[config.mk]
export PLATFORM = sky130hd
export DESIGN_NAME = lsit_issue
export DESIGN_NICKNAME = d
export VERILOG_FILES = /design/src/logic/lsit_pkg.sv /design/src/logic/lsit_reg_slot.sv /design/src/logic/lsit_issue.sv
export SDC_FILE = /design/constraint.sdc
export NUM_CORES = 1
export LEC_CHECK = 0
export BUFFER_PORTS_ARGS = -buffer_cell sky130_fd_sc_hd__buf_2
export CELL_PAD_IN_SITES_DETAIL_PLACEMENT = 0
export CELL_PAD_IN_SITES_GLOBAL_PLACEMENT = 1
export CORE_MARGIN = 3
export CORE_UTILIZATION = 51
export DETAILED_ROUTE_END_ITERATION = 10
export HOLD_SLACK_MARGIN = 0.06
export PLACE_DENSITY = 0.93
export RECOVER_POWER = 50
export SETUP_SLACK_MARGIN = 0.2
export SLEW_MARGIN = 20
export SYNTH_ARGS = -nofsm -noshare
export SYNTH_HDL_FRONTEND = slang
export SYNTH_SLANG_ARGS = --single-unit
[constraint.sdc]
create_clock -name ref_clk -period 18.09 [get_ports ref_clk]
set_input_delay 0.9045 -clock ref_clk [delete_from_list [all_inputs] [get_ports ref_clk]]
set_output_delay 0.9045 -clock ref_clk [all_outputs]
set_load 0.01 [all_outputs]
[src/logic/lsit_pkg.sv]
// constants and types shared by the load/store issue timing block
package lsit_pkg;

   // ------------------------------------------------------------
   // register file shape
   // ------------------------------------------------------------
   localparam int          NUM_REGS = 16;
   localparam int          RS_DEPTH = 3;      // return stack entries
   localparam logic [3:0]  REG_SP   = 4'h d;
   localparam logic [3:0]  REG_PC   = 4'h f;

   // ------------------------------------------------------------
   // issue cycle counts
   // ------------------------------------------------------------
   localparam logic [3:0]  CYC_ONE       = 4'h 1;
   localparam logic [3:0]  CYC_TWO       = 4'h 2;
   localparam logic [3:0]  CYC_SWAP      = 4'h 2;
   localparam logic [3:0]  CYC_EXCEPT    = 4'h 8;
   localparam logic [3:0]  CYC_EXC_RET   = 4'h 9;
   localparam logic [3:0]  CYC_RET_HIT   = 4'h 4;
   localparam logic [3:0]  CYC_RET_MISS  = 4'h 9;
   localparam logic [3:0]  CYC_PC_NOPRED = 4'h 8;

   // ------------------------------------------------------------
   // memory cycles and latencies (in cycles, as printed)
   // ------------------------------------------------------------
   localparam logic [3:0]  MEM_ONE      = 4'h 1;
   localparam logic [3:0]  MEM_EXC_RET  = 4'h 2;
   localparam logic [3:0]  MEM_SWAP     = 4'h 2;
   localparam logic [3:0]  LAT_LOAD     = 4'h 3;
   localparam logic [3:0]  LAT_LOCK     = 4'h 1;
   localparam logic [3:0]  LAT_SYNC     = 4'h 3;
   localparam logic [3:0]  LAT_CP_READ  = 4'h 3;
   localparam logic [3:0]  LAT_BASE_WB  = 4'h 1;
   localparam logic [3:0]  LAT_EXTRA    = 4'h 1;

   // ------------------------------------------------------------
   // instruction classes seen by the issue stage
   // ------------------------------------------------------------
   typedef enum logic [3:0] {
      OP_OTHER        = 4'h 0,  // non-memory integer instruction
      OP_DW_LOAD      = 4'h 1,  // doubleword_load
      OP_DW_STORE     = 4'h 2,  // doubleword_store
      OP_BLK_LOAD     = 4'h 3,  // block_load
      OP_BLK_STORE    = 4'h 4,  // block_store
      OP_EXC_RET      = 4'h 5,  // exception_return_load
      OP_STATE_SAVE   = 4'h 6,  // return_state_save
      OP_SWAP         = 4'h 7,  // word_swap or byte_swap
      OP_EXCL_LOAD    = 4'h 8,  // exclusive_load
      OP_EXCL_STORE   = 4'h 9,  // exclusive_store
      OP_CP_READ      = 4'h a,  // coproc_register_read
      OP_CP_READ_PAIR = 4'h b,  // coproc_register_pair_read
      OP_CP_WRITE     = 4'h c,  // coproc_register_write / coproc_data_operation
      OP_CP_MEM_LOAD  = 4'h d,  // coproc_memory_load
      OP_CP_MEM_STORE = 4'h e,  // coproc_memory_store
      OP_EXCEPT       = 4'h f   // software_interrupt_instr, breakpoint_instr, aborts
   } lsit_op_e;

   typedef enum logic [1:0] {
      ST_IDLE = 2'b01,
      ST_HOLD = 2'b10
   } lsit_state_e;

endpackage : lsit_pkg

[src/logic/lsit_reg_slot.sv]
// one scoreboard slot: result latency and lock latency of one register
`timescale 1ns/1ps

module lsit_reg_slot
   import lsit_pkg::*;
#(
   parameter int CNT_W = 4
) (
   // clock and reset
   input  wire logic             ref_clk,
   input  wire logic             rst,
   // updates from the issue stage
   input  wire logic             set_res,
   input  wire logic [CNT_W-1:0] res_val,
   input  wire logic             set_lock,
   input  wire logic [CNT_W-1:0] lock_val,
   // slot status
   output logic                  res_busy,
   output logic                  res_late_busy,
   output logic                  lock_busy
);

   typedef struct packed {
      logic [CNT_W-1:0] res_cnt;
      logic [CNT_W-1:0] lock_cnt;
   } lsit_slot_s;

   lsit_slot_s cur;
   lsit_slot_s next_cur;

   // ------------------------------------------------------------
   // counting
   // ------------------------------------------------------------
   // counts run down each cycle; a new latency never shortens a longer one
   always_comb begin
      logic [CNT_W-1:0] res_dec;
      logic [CNT_W-1:0] lock_dec;
      res_dec  = (cur.res_cnt != '0) ? cur.res_cnt - 1'b1 : '0;
      lock_dec = (cur.lock_cnt != '0) ? cur.lock_cnt - 1'b1 : '0;
      next_cur.res_cnt  = (set_res && res_val > res_dec) ? res_val : res_dec;
      next_cur.lock_cnt = (set_lock && lock_val > lock_dec) ? lock_val : lock_dec;
   end

   // state register
   always_ff @(posedge ref_clk or posedge rst) begin
      if (rst) begin
         cur <= '0;
      end else begin
         cur <= next_cur;
      end
   end

   // status flags; a late operand may issue one cycle before the result
   assign res_busy      = (cur.res_cnt != '0);
   assign res_late_busy = (cur.res_cnt > CNT_W'(1));
   assign lock_busy     = (cur.lock_cnt != '0);

endmodule : lsit_reg_slot

[src/logic/lsit_issue.sv]
// issue, memory-cycle and interlock timing for the load/store side
`timescale 1ns/1ps

// Behaviour
// - dword access with negative or odd-shift offset: two issue cycles, offset early only
// - dword access with constant or plain offset: one issue cycle, base and offset early
// - single-issue dword access: one memory cycle aligned, two unaligned
// - written-back base has latency one, zero to the next memory instruction
// - dword store locks its registers 1,2 single-issue or 2,3 two-issue
// - aligned dword load latency 3/3 single, 4/4 two-issue with two memory cycles
// - unaligned dword load latency 3/4 or 4/5, using two or three memory cycles
// - block transfer issues in one cycle, two registers per memory cycle, base early
// - later non-memory work proceeds unless it depends on the block transfer
// - block transfer waits until every listed register is available
// - aligned block latencies 3,3,4,4,5,5,6 and locks 1,2,2,3,3,4,4
// - unaligned block: first register alone; 3,4,4,5,5,6,6 and 1,2,2,3,4,4,5
// - block load with program counter fetches it first, all figures plus one
// - stack-based block load to program counter without status restore predicts a return
// - program counter block load: 4 hit, 9 miss/conditional/empty, 8 unpredicted
// - condition-failed program counter block load completes in one cycle
// - base of these forms needs one extra cycle of result latency
// - exception return takes 9 cycles and two memory cycles
// - state save issues in one cycle, one or two memory cycles by alignment
// - swaps 2 cycles 2 memory latency 3; exclusives 1 cycle 1 memory latency 3
// - coprocessor transfers one cycle best, reads latency 3, coprocessor sets words
// - exception instructions take 8 cycles; condition-failed take one, some undefined two
module lsit_issue
   import lsit_pkg::*;
#(
   parameter int ADDR_W = 32
) (
   // clock and reset
   input  wire logic              ref_clk,
   input  wire logic              rst,
   // decoded instruction from the issue stage
   input  wire logic              in_valid,
   input  wire lsit_op_e          in_op,
   input  wire logic              in_cond_fail,
   input  wire logic              in_is_cond,
   input  wire logic              in_neg_offset,
   input  wire logic              in_shift_other,
   input  wire logic              in_reg_offset,
   input  wire logic              in_dw_aligned,
   input  wire logic              in_two_issue,
   input  wire logic              in_writeback,
   input  wire logic              in_restore_status,
   input  wire logic              in_undef_two,
   input  wire logic [3:0]        in_base,
   input  wire logic [3:0]        in_offset,
   input  wire logic [3:0]        in_rd,
   input  wire logic [15:0]       in_reg_list,
   input  wire logic [15:0]       in_src_mask,
   input  wire logic [15:0]       in_dst_mask,
   input  wire logic [3:0]        in_cp_words,
   input  wire logic [ADDR_W-1:0] in_ret_target,
   output logic                   in_ready,
   // return stack fill from the fetch side
   input  wire logic              push_valid,
   input  wire logic [ADDR_W-1:0] push_addr,
   // timing status
   output logic                   issue_busy,
   output logic                   mem_active,
   output logic [3:0]             cycles_taken,
   output logic                   ret_hit,
   output logic                   ret_miss
);

   typedef struct packed {
      lsit_state_e                     st;
      logic [3:0]                      busy_left;
      logic [3:0]                      mem_left;
      logic [RS_DEPTH-1:0][ADDR_W-1:0] rs;
      logic [1:0]                      rs_cnt;
      logic [3:0]                      fwd_base;
      logic                            fwd_valid;
      logic [3:0]                      cycles;
      logic                            hit;
      logic                            miss;
   } lsit_state_s;

   lsit_state_s cur;
   lsit_state_s next_cur;

   logic [NUM_REGS-1:0] res_busy;
   logic [NUM_REGS-1:0] res_late_busy;
   logic [NUM_REGS-1:0] lock_busy;
   logic [NUM_REGS-1:0] set_res;
   logic [NUM_REGS-1:0] set_lock;
   logic [3:0]          res_val  [NUM_REGS];
   logic [3:0]          lock_val [NUM_REGS];
   logic [15:0]         rd_early;
   logic [15:0]         rd_late;
   logic [15:0]         wr_mask;
   logic                is_mem;
   logic                hazard;
   logic                fire;
   logic [3:0]          cyc;
   logic [3:0]          mem;

   // ------------------------------------------------------------
   // scoreboard
   // ------------------------------------------------------------
   // one slot per register
   for (genvar g = 0; g < NUM_REGS; g++) begin : g_slot
      lsit_reg_slot #(.CNT_W(4)) u_slot (
         .ref_clk       (ref_clk),
         .rst           (rst),
         .set_res       (set_res[g]),
         .res_val       (res_val[g]),
         .set_lock      (set_lock[g]),
         .lock_val      (lock_val[g]),
         .res_busy      (res_busy[g]),
         .res_late_busy (res_late_busy[g]),
         .lock_busy     (lock_busy[g])
      );
   end

   // ------------------------------------------------------------
   // operand masks and hazard check
   // ------------------------------------------------------------
   // which registers must be ready early, late, or free to write
   always_comb begin
      logic [3:0] rd_hi;
      rd_hi    = in_rd + 4'h 1;
      rd_early = '0;
      rd_late  = '0;
      wr_mask  = in_dst_mask;
      is_mem   = (in_op != OP_OTHER) && (in_op != OP_EXCEPT);
      case (in_op)
         OP_DW_LOAD, OP_DW_STORE: begin
            if (in_neg_offset || in_shift_other) begin
               // offset early, base one cycle later
               rd_early[in_offset] = 1'b1;
               rd_late[in_base]    = 1'b1;
            end else begin
               rd_early[in_base] = 1'b1;
               if (in_reg_offset) begin
                  rd_early[in_offset] = 1'b1;
               end
            end
            if (in_op == OP_DW_STORE) begin
               rd_late[in_rd] = 1'b1;
               rd_late[rd_hi] = 1'b1;
            end else begin
               wr_mask[in_rd] = 1'b1;
               wr_mask[rd_hi] = 1'b1;
            end
         end
         OP_BLK_LOAD, OP_BLK_STORE: begin
            // every listed register must be settled first
            rd_early          = in_reg_list;
            wr_mask           = in_reg_list;
            rd_early[in_base] = 1'b1;
         end
         OP_OTHER, OP_EXCEPT: begin
            // source dependencies and locked destinations hold non-memory work
            rd_early = in_src_mask;
         end
         default: begin
            // base early for the remaining memory forms
            rd_early          = in_src_mask;
            rd_early[in_base] = 1'b1;
         end
      endcase
      // back-to-back memory instruction sees the new base at once
      if (is_mem && cur.fwd_valid && in_base == cur.fwd_base) begin
         rd_early[in_base] = 1'b0;
         rd_late[in_base]  = 1'b0;
      end
   end

   // stall while any relevant count is still running
   assign hazard = |(rd_early & res_busy) | |(rd_late & res_late_busy) | |(wr_mask & lock_busy);
   // a memory instruction also waits for the data path to drain
   assign in_ready = (cur.st == ST_IDLE) && !hazard && !(is_mem && cur.mem_left != 4'h 0);
   assign fire     = in_valid && in_ready;

   // ------------------------------------------------------------
   // cycle, memory and latency figures of the offered instruction
   // ------------------------------------------------------------
   always_comb begin
      logic [3:0] k;
      logic [3:0] n;
      logic [3:0] lat;
      logic [3:0] lk;
      logic [3:0] dw_lat;
      logic [3:0] bw_lat;
      logic       pc_in;
      logic       predict;
      logic       top_hit;
      k       = '0;
      n       = '0;
      lat     = '0;
      lk      = '0;
      pc_in   = in_reg_list[REG_PC];
      predict = (in_base == REG_SP) && !in_restore_status;
      top_hit = (cur.rs_cnt != 2'd0) && (cur.rs[0] == in_ret_target) && !in_is_cond;
      dw_lat  = LAT_LOAD + {3'b000, in_two_issue};
      bw_lat  = LAT_BASE_WB;
      set_res  = '0;
      set_lock = '0;
      for (int i = 0; i < NUM_REGS; i++) begin
         res_val[i]  = '0;
         lock_val[i] = '0;
      end
      n = 4'(in_reg_list[14:0] != '0 ? $countones(in_reg_list[14:0]) : 0);
      cyc = CYC_ONE;
      mem = '0;
      case (in_op)
         OP_DW_LOAD, OP_DW_STORE: begin
            // two issue cycles for the slow offset forms
            cyc = (in_neg_offset || in_shift_other) ? CYC_TWO : CYC_ONE;
            // extra memory cycle when not doubleword aligned
            mem = MEM_ONE + {3'b000, in_two_issue} + {3'b000, !in_dw_aligned};
            if (in_op == OP_DW_LOAD) begin
               // unaligned second register one cycle later
               set_res[in_rd]         = 1'b1;
               res_val[in_rd]         = dw_lat - 4'h 1;
               set_res[in_rd + 4'h 1] = 1'b1;
               res_val[in_rd + 4'h 1] = dw_lat + {3'b000, !in_dw_aligned} - 4'h 1;
            end else begin
               // stored pair locked 1,2 or 2,3
               set_lock[in_rd]         = 1'b1;
               lock_val[in_rd]         = LAT_LOCK + {3'b000, in_two_issue} - 4'h 1;
               set_lock[in_rd + 4'h 1] = 1'b1;
               lock_val[in_rd + 4'h 1] = LAT_LOCK + {3'b000, in_two_issue};
            end
         end
         OP_BLK_LOAD, OP_BLK_STORE: begin
            // two registers per memory cycle, one issue cycle
            mem = in_dw_aligned ? (n + 4'h 1) >> 1 : (n >> 1) + 4'h 1;
            for (int i = 0; i < NUM_REGS - 1; i++) begin
               if (in_reg_list[i]) begin
                  // unaligned figures step after the lone first
                  lat = in_dw_aligned ? LAT_LOAD + (k >> 1) : LAT_LOAD + ((k + 4'h 1) >> 1);
                  if (in_dw_aligned || k < 4'h 4) begin
                     lk = LAT_LOCK + ((k + 4'h 1) >> 1);
                  end else begin
                     lk = LAT_LOCK + 4'h 1 + (k >> 1);
                  end
                  // program counter first pushes every latency by one
                  if (in_op == OP_BLK_LOAD) begin
                     set_res[i] = 1'b1;
                     res_val[i] = lat + {3'b000, pc_in} - 4'h 1;
                  end else begin
                     set_lock[i] = 1'b1;
                     lock_val[i] = lk - 4'h 1;
                  end
                  k = k + 4'h 1;
               end
            end
            if (in_op == OP_BLK_LOAD && pc_in) begin
               // one more memory cycle for the program counter
               mem = mem + 4'h 1;
               bw_lat = LAT_BASE_WB + LAT_EXTRA;
               // return prediction on the stack-based form
               if (!predict) begin
                  cyc = CYC_PC_NOPRED;
               end else if (top_hit) begin
                  cyc = CYC_RET_HIT;
               end else begin
                  cyc = CYC_RET_MISS;
               end
            end
         end
         OP_EXC_RET: begin
            cyc    = CYC_EXC_RET;
            mem    = MEM_EXC_RET;
            bw_lat = LAT_BASE_WB + LAT_EXTRA;
         end
         OP_STATE_SAVE: begin
            // alignment decides one or two memory cycles
            mem    = in_dw_aligned ? MEM_ONE : MEM_ONE + 4'h 1;
            bw_lat = LAT_BASE_WB + LAT_EXTRA;
         end
         OP_SWAP, OP_EXCL_LOAD, OP_EXCL_STORE: begin
            cyc             = (in_op == OP_SWAP) ? CYC_SWAP : CYC_ONE;
            mem             = (in_op == OP_SWAP) ? MEM_SWAP : MEM_ONE;
            set_res[in_rd]  = 1'b1;
            res_val[in_rd]  = LAT_SYNC - 4'h 1;
            bw_lat          = LAT_BASE_WB + LAT_EXTRA;
         end
         OP_CP_READ, OP_CP_READ_PAIR: begin
            // coprocessor reads return after three cycles
            mem            = MEM_ONE;
            set_res[in_rd] = 1'b1;
            res_val[in_rd] = LAT_CP_READ - 4'h 1;
            if (in_op == OP_CP_READ_PAIR) begin
               set_res[in_rd + 4'h 1] = 1'b1;
               res_val[in_rd + 4'h 1] = LAT_CP_READ - 4'h 1;
            end
         end
         OP_CP_WRITE: begin
            mem = MEM_ONE;
         end
         OP_CP_MEM_LOAD, OP_CP_MEM_STORE: begin
            // the coprocessor supplies the word count
            mem = in_cp_words;
         end
         OP_EXCEPT: begin
            // exception taken at the writeback stage
            cyc = CYC_EXCEPT;
         end
         default: begin
            cyc = CYC_ONE;
         end
      endcase
      if (in_writeback && is_mem) begin
         set_res[in_base] = 1'b1;
         res_val[in_base] = bw_lat - 4'h 1;
      end
      if (in_cond_fail) begin
         cyc      = (in_op == OP_EXCEPT && in_undef_two) ? CYC_TWO : CYC_ONE;
         mem      = '0;
         set_res  = '0;
         set_lock = '0;
      end
      // only an accepted instruction touches the scoreboard
      if (!fire) begin
         set_res  = '0;
         set_lock = '0;
      end
   end

   // ------------------------------------------------------------
   // sequencing and return stack
   // ------------------------------------------------------------
   always_comb begin
      logic pop;
      pop = fire && !in_cond_fail && in_op == OP_BLK_LOAD && in_reg_list[REG_PC]
            && in_base == REG_SP && !in_restore_status;
      next_cur      = cur;
      next_cur.hit  = 1'b0;
      next_cur.miss = 1'b0;
      if (cur.mem_left != 4'h 0) begin
         next_cur.mem_left = cur.mem_left - 4'h 1;
      end
      case (cur.st)
         ST_IDLE: begin
            if (fire) begin
               next_cur.cycles    = cyc;
               next_cur.mem_left  = is_mem ? mem : next_cur.mem_left;  // block transfer keeps running
               next_cur.busy_left = cyc - 4'h 1;
               next_cur.fwd_valid = is_mem && in_writeback && !in_cond_fail;
               next_cur.fwd_base  = in_base;
               if (cyc > CYC_ONE) begin
                  next_cur.st = ST_HOLD;
               end
            end
         end
         ST_HOLD: begin
            next_cur.busy_left = cur.busy_left - 4'h 1;
            if (cur.busy_left == 4'h 1) begin
               next_cur.st = ST_IDLE;
            end
         end
         default: begin
            next_cur.st = ST_IDLE;
         end
      endcase
      // pop on a predicted return, reporting the outcome
      if (pop) begin
         next_cur.hit  = (cyc == CYC_RET_HIT);
         next_cur.miss = (cyc != CYC_RET_HIT);
         if (cur.rs_cnt != 2'd0) begin
            next_cur.rs     = cur.rs >> ADDR_W;
            next_cur.rs_cnt = cur.rs_cnt - 2'd1;
         end
      end else if (push_valid) begin
         // oldest entry falls off when the stack is full
         next_cur.rs     = {cur.rs[RS_DEPTH-2:0], push_addr};
         next_cur.rs_cnt = (cur.rs_cnt == 2'(RS_DEPTH)) ? cur.rs_cnt : cur.rs_cnt + 2'd1;
      end
   end

   // state register
   always_ff @(posedge ref_clk or posedge rst) begin
      if (rst) begin
         cur    <= '0;
         cur.st <= ST_IDLE;
      end else begin
         cur <= next_cur;
      end
   end

   // status outputs straight from flops
   assign issue_busy   = (cur.st == ST_HOLD);
   assign mem_active   = (cur.mem_left != 4'h 0);
   assign cycles_taken = cur.cycles;
   assign ret_hit      = cur.hit;
   assign ret_miss     = cur.miss;

endmodule : lsit_issue

==> flow_summary.toml, run 1 <==
[power_and_ir_drop]
clkPwrFrac_pct = 18.3
vdd_ir_drop_max_v = 0.000136
seqPwrFrac_pct = 16.3
power_switching_uw = 1780
power.leakage_uw = 0.0127
power.internal_uw = 2060
sw_frac_of_total_pct = 46.4
power.density_nw_per_um2 = 136
power_frac_comb_pct = 65.4

[placement]
io_buffers = 154
pre_cts_ws_ps = 5270
detailed_place_hpwl_mm = 77.6
place_congestion = 1.04

[synthesis]
ys_types = 117
synth_xor_area_share_pct = 8.53
synth_compound_area_share_pct = 21.9
netlist_area_um2 = 26000
ys_seq_area_share_pct = 23.8
muxShareOfSynthArea_pct = 4.44
synth-simple-area-share_pct = 24.3
synthCells = 3316
synth_fa_ha_area_share_pct = 11.8
yosysTopAreaCell = "dfrtp_1"
ys_top_cells_by_area = "dfrtp_1 (24%), ha_1 (11%), nor2_1 (5.9%), xnor2_1 (4.6%), nand2_1 (4.3%)"
synth_fp_nets = 3701
synth_area_per_cell_um2 = 7.84
synth.ff_latch_count = 247
synth_top_family_by_area = "simple AND/OR/NAND/NOR gates"
yosysTopAreaCellShare_pct = 23.7
yosys_warnings = 0
async_flop_share_pct = 100
ys.flop_type = "dfrtp_1"
synth_edf_count = 0

[clock_network]
cts_buffer_depth = 3
clk_pin_slew_ps = 60
root_buffer = "clkbuf_16"
cts_tree = "done"
insertion_delay_ps = 590
holdBufCountCts = 0
post_cts_resized = 0
cts_max_level = 1
cts.sinks = 247
postCtsSetupBuffers = 0
numCtsBuffers = 30

[global_route]
grt.total_usage_pct = 36.2
antenna_found_initial = 6
grt_pass1_vias = 25552
grt_max_degree = 102
overflow = 0
grt_pass1_wl_mm = 151

[timing]
period_needed_ps = 12480
relSlewSlack_pct = -221
finalSetupViolations = 0
finalMaxSlewViolations = 252
skew_ps = 16.3
tns_ps = 0
period_share_pct = 69.0
worstMarginPinSlew_ps = 4790
layout_setup_ws_ps = 5610
rsz0062_at_grt = "no"
hold_viol_final = 0
fmax_mhz = 80.1

[routing]
wl_mm = 101
firstDrtPassIters = 7
num_vias = 26637
via_per_inst = 6.52
drcViolationCount = 0
ant_nets = 0
drt_iter0_markers = 2782
avgRoutedWirePerCell_um = 24.6

[floorplan]
pin_count = 155
dieArea_um2 = 53700
die_w_um = 232
initial_core_util_pct = 51.7
fp-row-count = 82
coreArea_um2 = 50300
die_h_um = 232

[finish]
layout_commonest_cell = "nor2_1"
layout.nets = 3771
final-seq-area_um2 = 6180
layout_common_cells = "nor2_1 (405), nand2_1 (296), dfrtp_1 (246)"
fill_cells = 4674
layout-drive-gt1-share_pct = 11.1
multi_input_area_um2 = 18500
syn2layout_area_growth_pct = 9.19

[critical_path]
start_kind = "input port"
critical_path.max_stage_delay_ps = 720
crit_fanout = 11
cp.arrival_ps = 12910
rrSetupSlack_ps = 12050
critPathBufInv = 4
crit_type = "in -> reg"
crit_family = "adder cells"
crit_path_top_delay_cell = "xor2_1"
cp_data_required_time_ps = 18520
crit_top_cell = "ha_1"
end_kind = "flop"

[outcome]
status = "complete, but fails checks"
violations = "max-capacitance violations, max-slew violations"

[min_path]
hold_path.class = "reg -> reg"

[job]
max_cap_violations = 3
[stage by stage]
stage | util [%] | hold slack [ps] | power, uW | std cells | instance area (um2)
floorplan | - | 448 | 2520 | 3316 | 26000
global placement | 54.2 | 467 | 3000 | 4026 | 27200
detailed placement | 54.2 | 472 | 3080 | 4026 | 27200
CTS | 56.5 | 468 | 3800 | 4082 | 28400
global route | 56.4 | 501 | 4110 | 4083 | 28400
finish | 56.4 | 484 | 3850 | 4087 | 28400
[worst paths after layout]
kind                                                   start                            endpoint  depth (start not counted)
max                                           in_reg_list[0]  g_slot[14].u_slot.cur[4]$_DFF_PP0_                         51
min                                      cur[81]$_DFFE_PP0P_                 cur[81]$_DFFE_PP0P_                          2
max reg2reg                g_slot[9].u_slot.cur[7]$_DFF_PP0_                 cur[59]$_DFFE_PP0P_                         15
min reg2reg                              cur[81]$_DFFE_PP0P_                 cur[81]$_DFFE_PP0P_                          2
max in group asynchronous                                rst  g_slot[13].u_slot.cur[1]$_DFF_PP0_                          4
min in group asynchronous                                rst                 cur[37]$_DFFE_PP0P_                          2
[Yosys cell counts, types with 14 or more instances]
cell,number
inv_1,171
xor2_1,43
or2_2,56
o22ai_1,107
nor3b_1,28
a22o_1,20
o21ai_0,184
nor2b_1,54
o21a_1,31
a21oi_1,219
dfrtp_1,246
o211ai_1,19
nand2b_1,58
nand3_1,82
a22oi_1,28
xnor2_1,136
mux2i_1,94
a41oi_1,19
o31ai_1,20
a31oi_1,37
nor4_1,25
a32oi_1,18
and2_1,22
mux2_2,18
ha_1,228
clkbuf_1,105
and3_1,19
nand4_1,35
o221ai_1,18
nand2_1,297
buf_2,24
or3_1,29
a211oi_1,14
nor3_1,112
a21o_1,16
nor2_1,407
[worst register-to-register path, stage by stage, from the launching register on]
cell and delay, ps:
dfrtp_1 410, nor3_1 820, nor4_1 130, a31oi_1 190, nand3_1 140, a2111oi_0 410
a31oi_1 190, or4_1 610, nor4_2 710, and3b_1 340, nand2b_2 140, buf_4 600
nand2_1 560, buf_4 430, nor2_1 180, nor2_1 60
[power groups by stage]
stage / clock, uW / sequential [uW] / combinational (uW)
after global routing: 731 / 632 / 2740
after detailed placement: 0 / 635 / 2440
after floorplan: 0 / 627 / 1890
after global placement: 0 / 633 / 2370
after CTS: 713 / 626 / 2460
final: 703 / 627 / 2520
[layer usage]
metal | part of all wire (%) | GRT usage [%]
met1 | 40 | 47.1
met4 | 6.2 | 19.2
met2 | 43 | 56.2
met3 | 10 | 8.28
met5 | 0.031 | 0
[cell families (layout without fill, tap and decap cells)]
| group | Yosys count | count (layout) |
|---|---|---|
| compound gates | 874 | 874 |
| simple gates | 1294 | 1294 |
| xor+xnor | 209 | 209 |
| mux | 113 | 113 |
| buf+inv | 339 | 433 |
| flops | 247 | 247 |
| fa+ha+maj | 239 | 239 |
| other cells | 1 | 6 |
[flip-flops by register name, indices dropped and copies added (netlist names)]
name	cells
ret_hit	1
g_slot.u_slot.cur	128
ret_miss	1
cur	113
cycles_taken	4
[area by class of cell]
| cell class | instances | share of cell area, % |
|---|---|---|
| Inverter | 185 | 2.47 |
| Multi-Input combinational cell | 2730 | 65.1 |
| Antenna cell | 5 | 0.0441 |
| Tap cell | 672 | 2.96 |
| Timing Repair Buffer | 192 | 3.66 |
| Clock inverter | 19 | 1.10 |
| Clock buffer | 37 | 2.92 |
| Sequential cell | 247 | 21.8 |
Note: power is estimated with default switching activity, not from simulation.
==> run 2, diff against run 1 <==
- CORE_UTILIZATION: 51 -> 48
- PLACE_DENSITY: 0.93 -> 0.88
- clock period: 18.09 -> 12.3 ns (I/O delays scaled with it)
==> run 2 against run 1 <==
The flow still finishes with violations (max-capacitance violations, max-slew violations). Via count grew 0.74%. Worst hold slack got worse by 200 ps. Die area increased by 6.1%. Combinational power grew 46%. Utilization decreased by 3.0 points. Power is 44% higher. Final area fell by 0.11%. Wire length up 2.6%. Sequential power up 47%. Clock skew rose by 6.9 ps. Critical endpoint is now g_slot[14].u_slot.cur[6]$_DFF_PP0_.
==> flow_summary.toml, run 2 (synthesis gave the netlist of run 1 again) <==
[timing]
holdWs_ps = 279
tns_ps = 0
relSlewSlack_pct = -146
rsz0062_at_grt = "no"
skew_ps = 23.1
period_needed_ps = 11500
fmax_mhz = 87.0
finalSetupViolations = 0
worstMarginPinSlew_ps = 3700
period_share_pct = 93.5
finalMaxSlewViolations = 254
hold_viol_final = 0

[clock_network]
clk_pin_slew_ps = 70
cts_max_level = 1
cts_buffer_depth = 3
holdBufCountCts = 0
numCtsBuffers = 30
cts_tree = "done"
insertion_delay_ps = 620
cts.sinks = 247
root_buffer = "clkbuf_16"

[routing]
firstDrtPassIters = 7
via_per_inst = 6.54
wl_mm = 103
avgRoutedWirePerCell_um = 25.2
drcViolationCount = 0
drt_iter0_markers = 2925
num_vias = 26835
ant_nets = 0

[floorplan]
die_h_um = 239
fp-row-count = 84
coreArea_um2 = 53100
initial_core_util_pct = 49.0
dieArea_um2 = 57000
pin_count = 155
die_w_um = 239

[global_route]
grt.total_usage_pct = 35.0
grt_pass1_wl_mm = 154
antenna_found_initial = 10
grt_max_degree = 79
grt_pass1_vias = 25401
overflow = 0

[power_and_ir_drop]
vdd_ir_drop_max_v = 0.000187
power.density_nw_per_um2 = 196
power.leakage_uw = 0.0127

[finish]
layout.nets = 3775
largest_reg_flops = 128
syn2layout_area_growth_pct = 9.07
layout-drive-gt1-share_pct = 11.3
largest_register = "g_slot.u_slot.cur"
layout_common_cells = "nor2_1 (403), nand2_1 (296), dfrtp_1 (246)"
layout_commonest_cell = "nor2_1"

[critical_path]
crit_fanout = 11
end_kind = "flop"
crit_top_cell = "ha_1"
cp_data_required_time_ps = 12800
crit_path_top_delay_cell = "ha_4"
critical_path.max_stage_delay_ps = 400
start_kind = "input port"
cp.arrival_ps = 12000
crit_type = "in -> reg"

[placement]
detailed_place_hpwl_mm = 79.3
place_congestion = 1.06
io_buffers = 154

[outcome]
status = "complete, but fails checks"
violations = "max-capacitance violations, max-slew violations"

[job]
max_cap_violations = 4

[min_path]
hold_path.class = "in -> reg"
[run 2: changes by cell type in the layout (fill, tap and decap cells not counted), sizes merged]
| cell | before | now |
|---|---|---|
| buf | 183 | 187 |
| clkbuf | 46 | 47 |
| inv | 182 | 181 |
| bufinv | 8 | 4 |
| diode | 5 | 4 |
| clkinvlp | 2 | 1 |
[run 2: cell type report]
class                           count  area [um2]
Antenna cell                        4        10.0
Clock buffer                       38         831
Clock inverter                     13         194
Fill cell                        5025       24700
Inverter                          185         701
Multi-Input combinational cell   2730       18500
Sequential cell                   247        6180
Tap cell                          688         861
Timing Repair Buffer              196        1070
[run 2: layer usage]
layer	up-vias	global-route usage, %	part of all wire [%]
li1	12186	-	-
met1	12830	46.8	41
met2	1487	53.2	42
met3	322	8.24	11
met4	10	17.3	6.1
met5	-	0	0.062
[run 2: per-stage QoR]
| step | cells | worst slack (ps) | utilization (%) | power, uW | instance area [um2] |
|---|---|---|---|---|---|
| global placement | 4044 | 542 | 51.4 | 4380 | 27300 |
| detailed placement | 4044 | 5.75 | 51.4 | 4490 | 27300 |
| finish | 4101 | 801 | 53.4 | 5550 | 28300 |
| global route | 4098 | 214 | 53.4 | 5950 | 28300 |
| CTS | 4095 | 593 | 53.3 | 5460 | 28300 |
| floorplan | 3316 | 1900 | - | 3700 | 26000 |
[run 2: worst paths after layout]
check                                                  startpoint                                  to  slack, ps  cells after the start
worst min register to register                 cur[6]$_DFFE_PP0P_                  cur[6]$_DFFE_PP0P_        490                      1
max in group asynchronous                                     rst  g_slot[11].u_slot.cur[3]$_DFF_PP0_       4440                      4
worst max register to register  g_slot[8].u_slot.cur[0]$_DFF_PP0_                 cur[39]$_DFFE_PP0P_       6610                     14
worst min-delay path                                push_addr[30]                 cur[43]$_DFFE_PP0P_        280                      3
min in group asynchronous                                     rst                 cur[31]$_DFFE_PP0P_        960                      2
worst max-delay path                               in_reg_list[0]  g_slot[14].u_slot.cur[6]$_DFF_PP0_        800                     54
[run 2: power breakdown]
group | internal, uW | total, uW | leakage [uW] | switching, uW
clock network | 558 | 945 | 0.000509 | 387
logic | 1520 | 3680 | 0.00902 | 2160
registers | 875 | 922 | 0.00315 | 46.7
[run 2: critical path, delay by kind of cell]
family | cells | cell delay [ps]
simple gates | 13 | 1970
fa+ha+maj | 10 | 3280
xor+xnor | 8 | 1340
compound gates | 16 | 3540
mux | 2 | 320
buf+inv | 5 | 900
[run 2: timing repair]
| action | 4_1_cts | 5_1_grt |
|---|---|---|
| setup buffers | 0 | 2 |
| gates resized for setup | 0 | 6 |
| setup endpoints to repair | 0 | 8 |
| endpoints found under the hold margin | 0 | 0 |
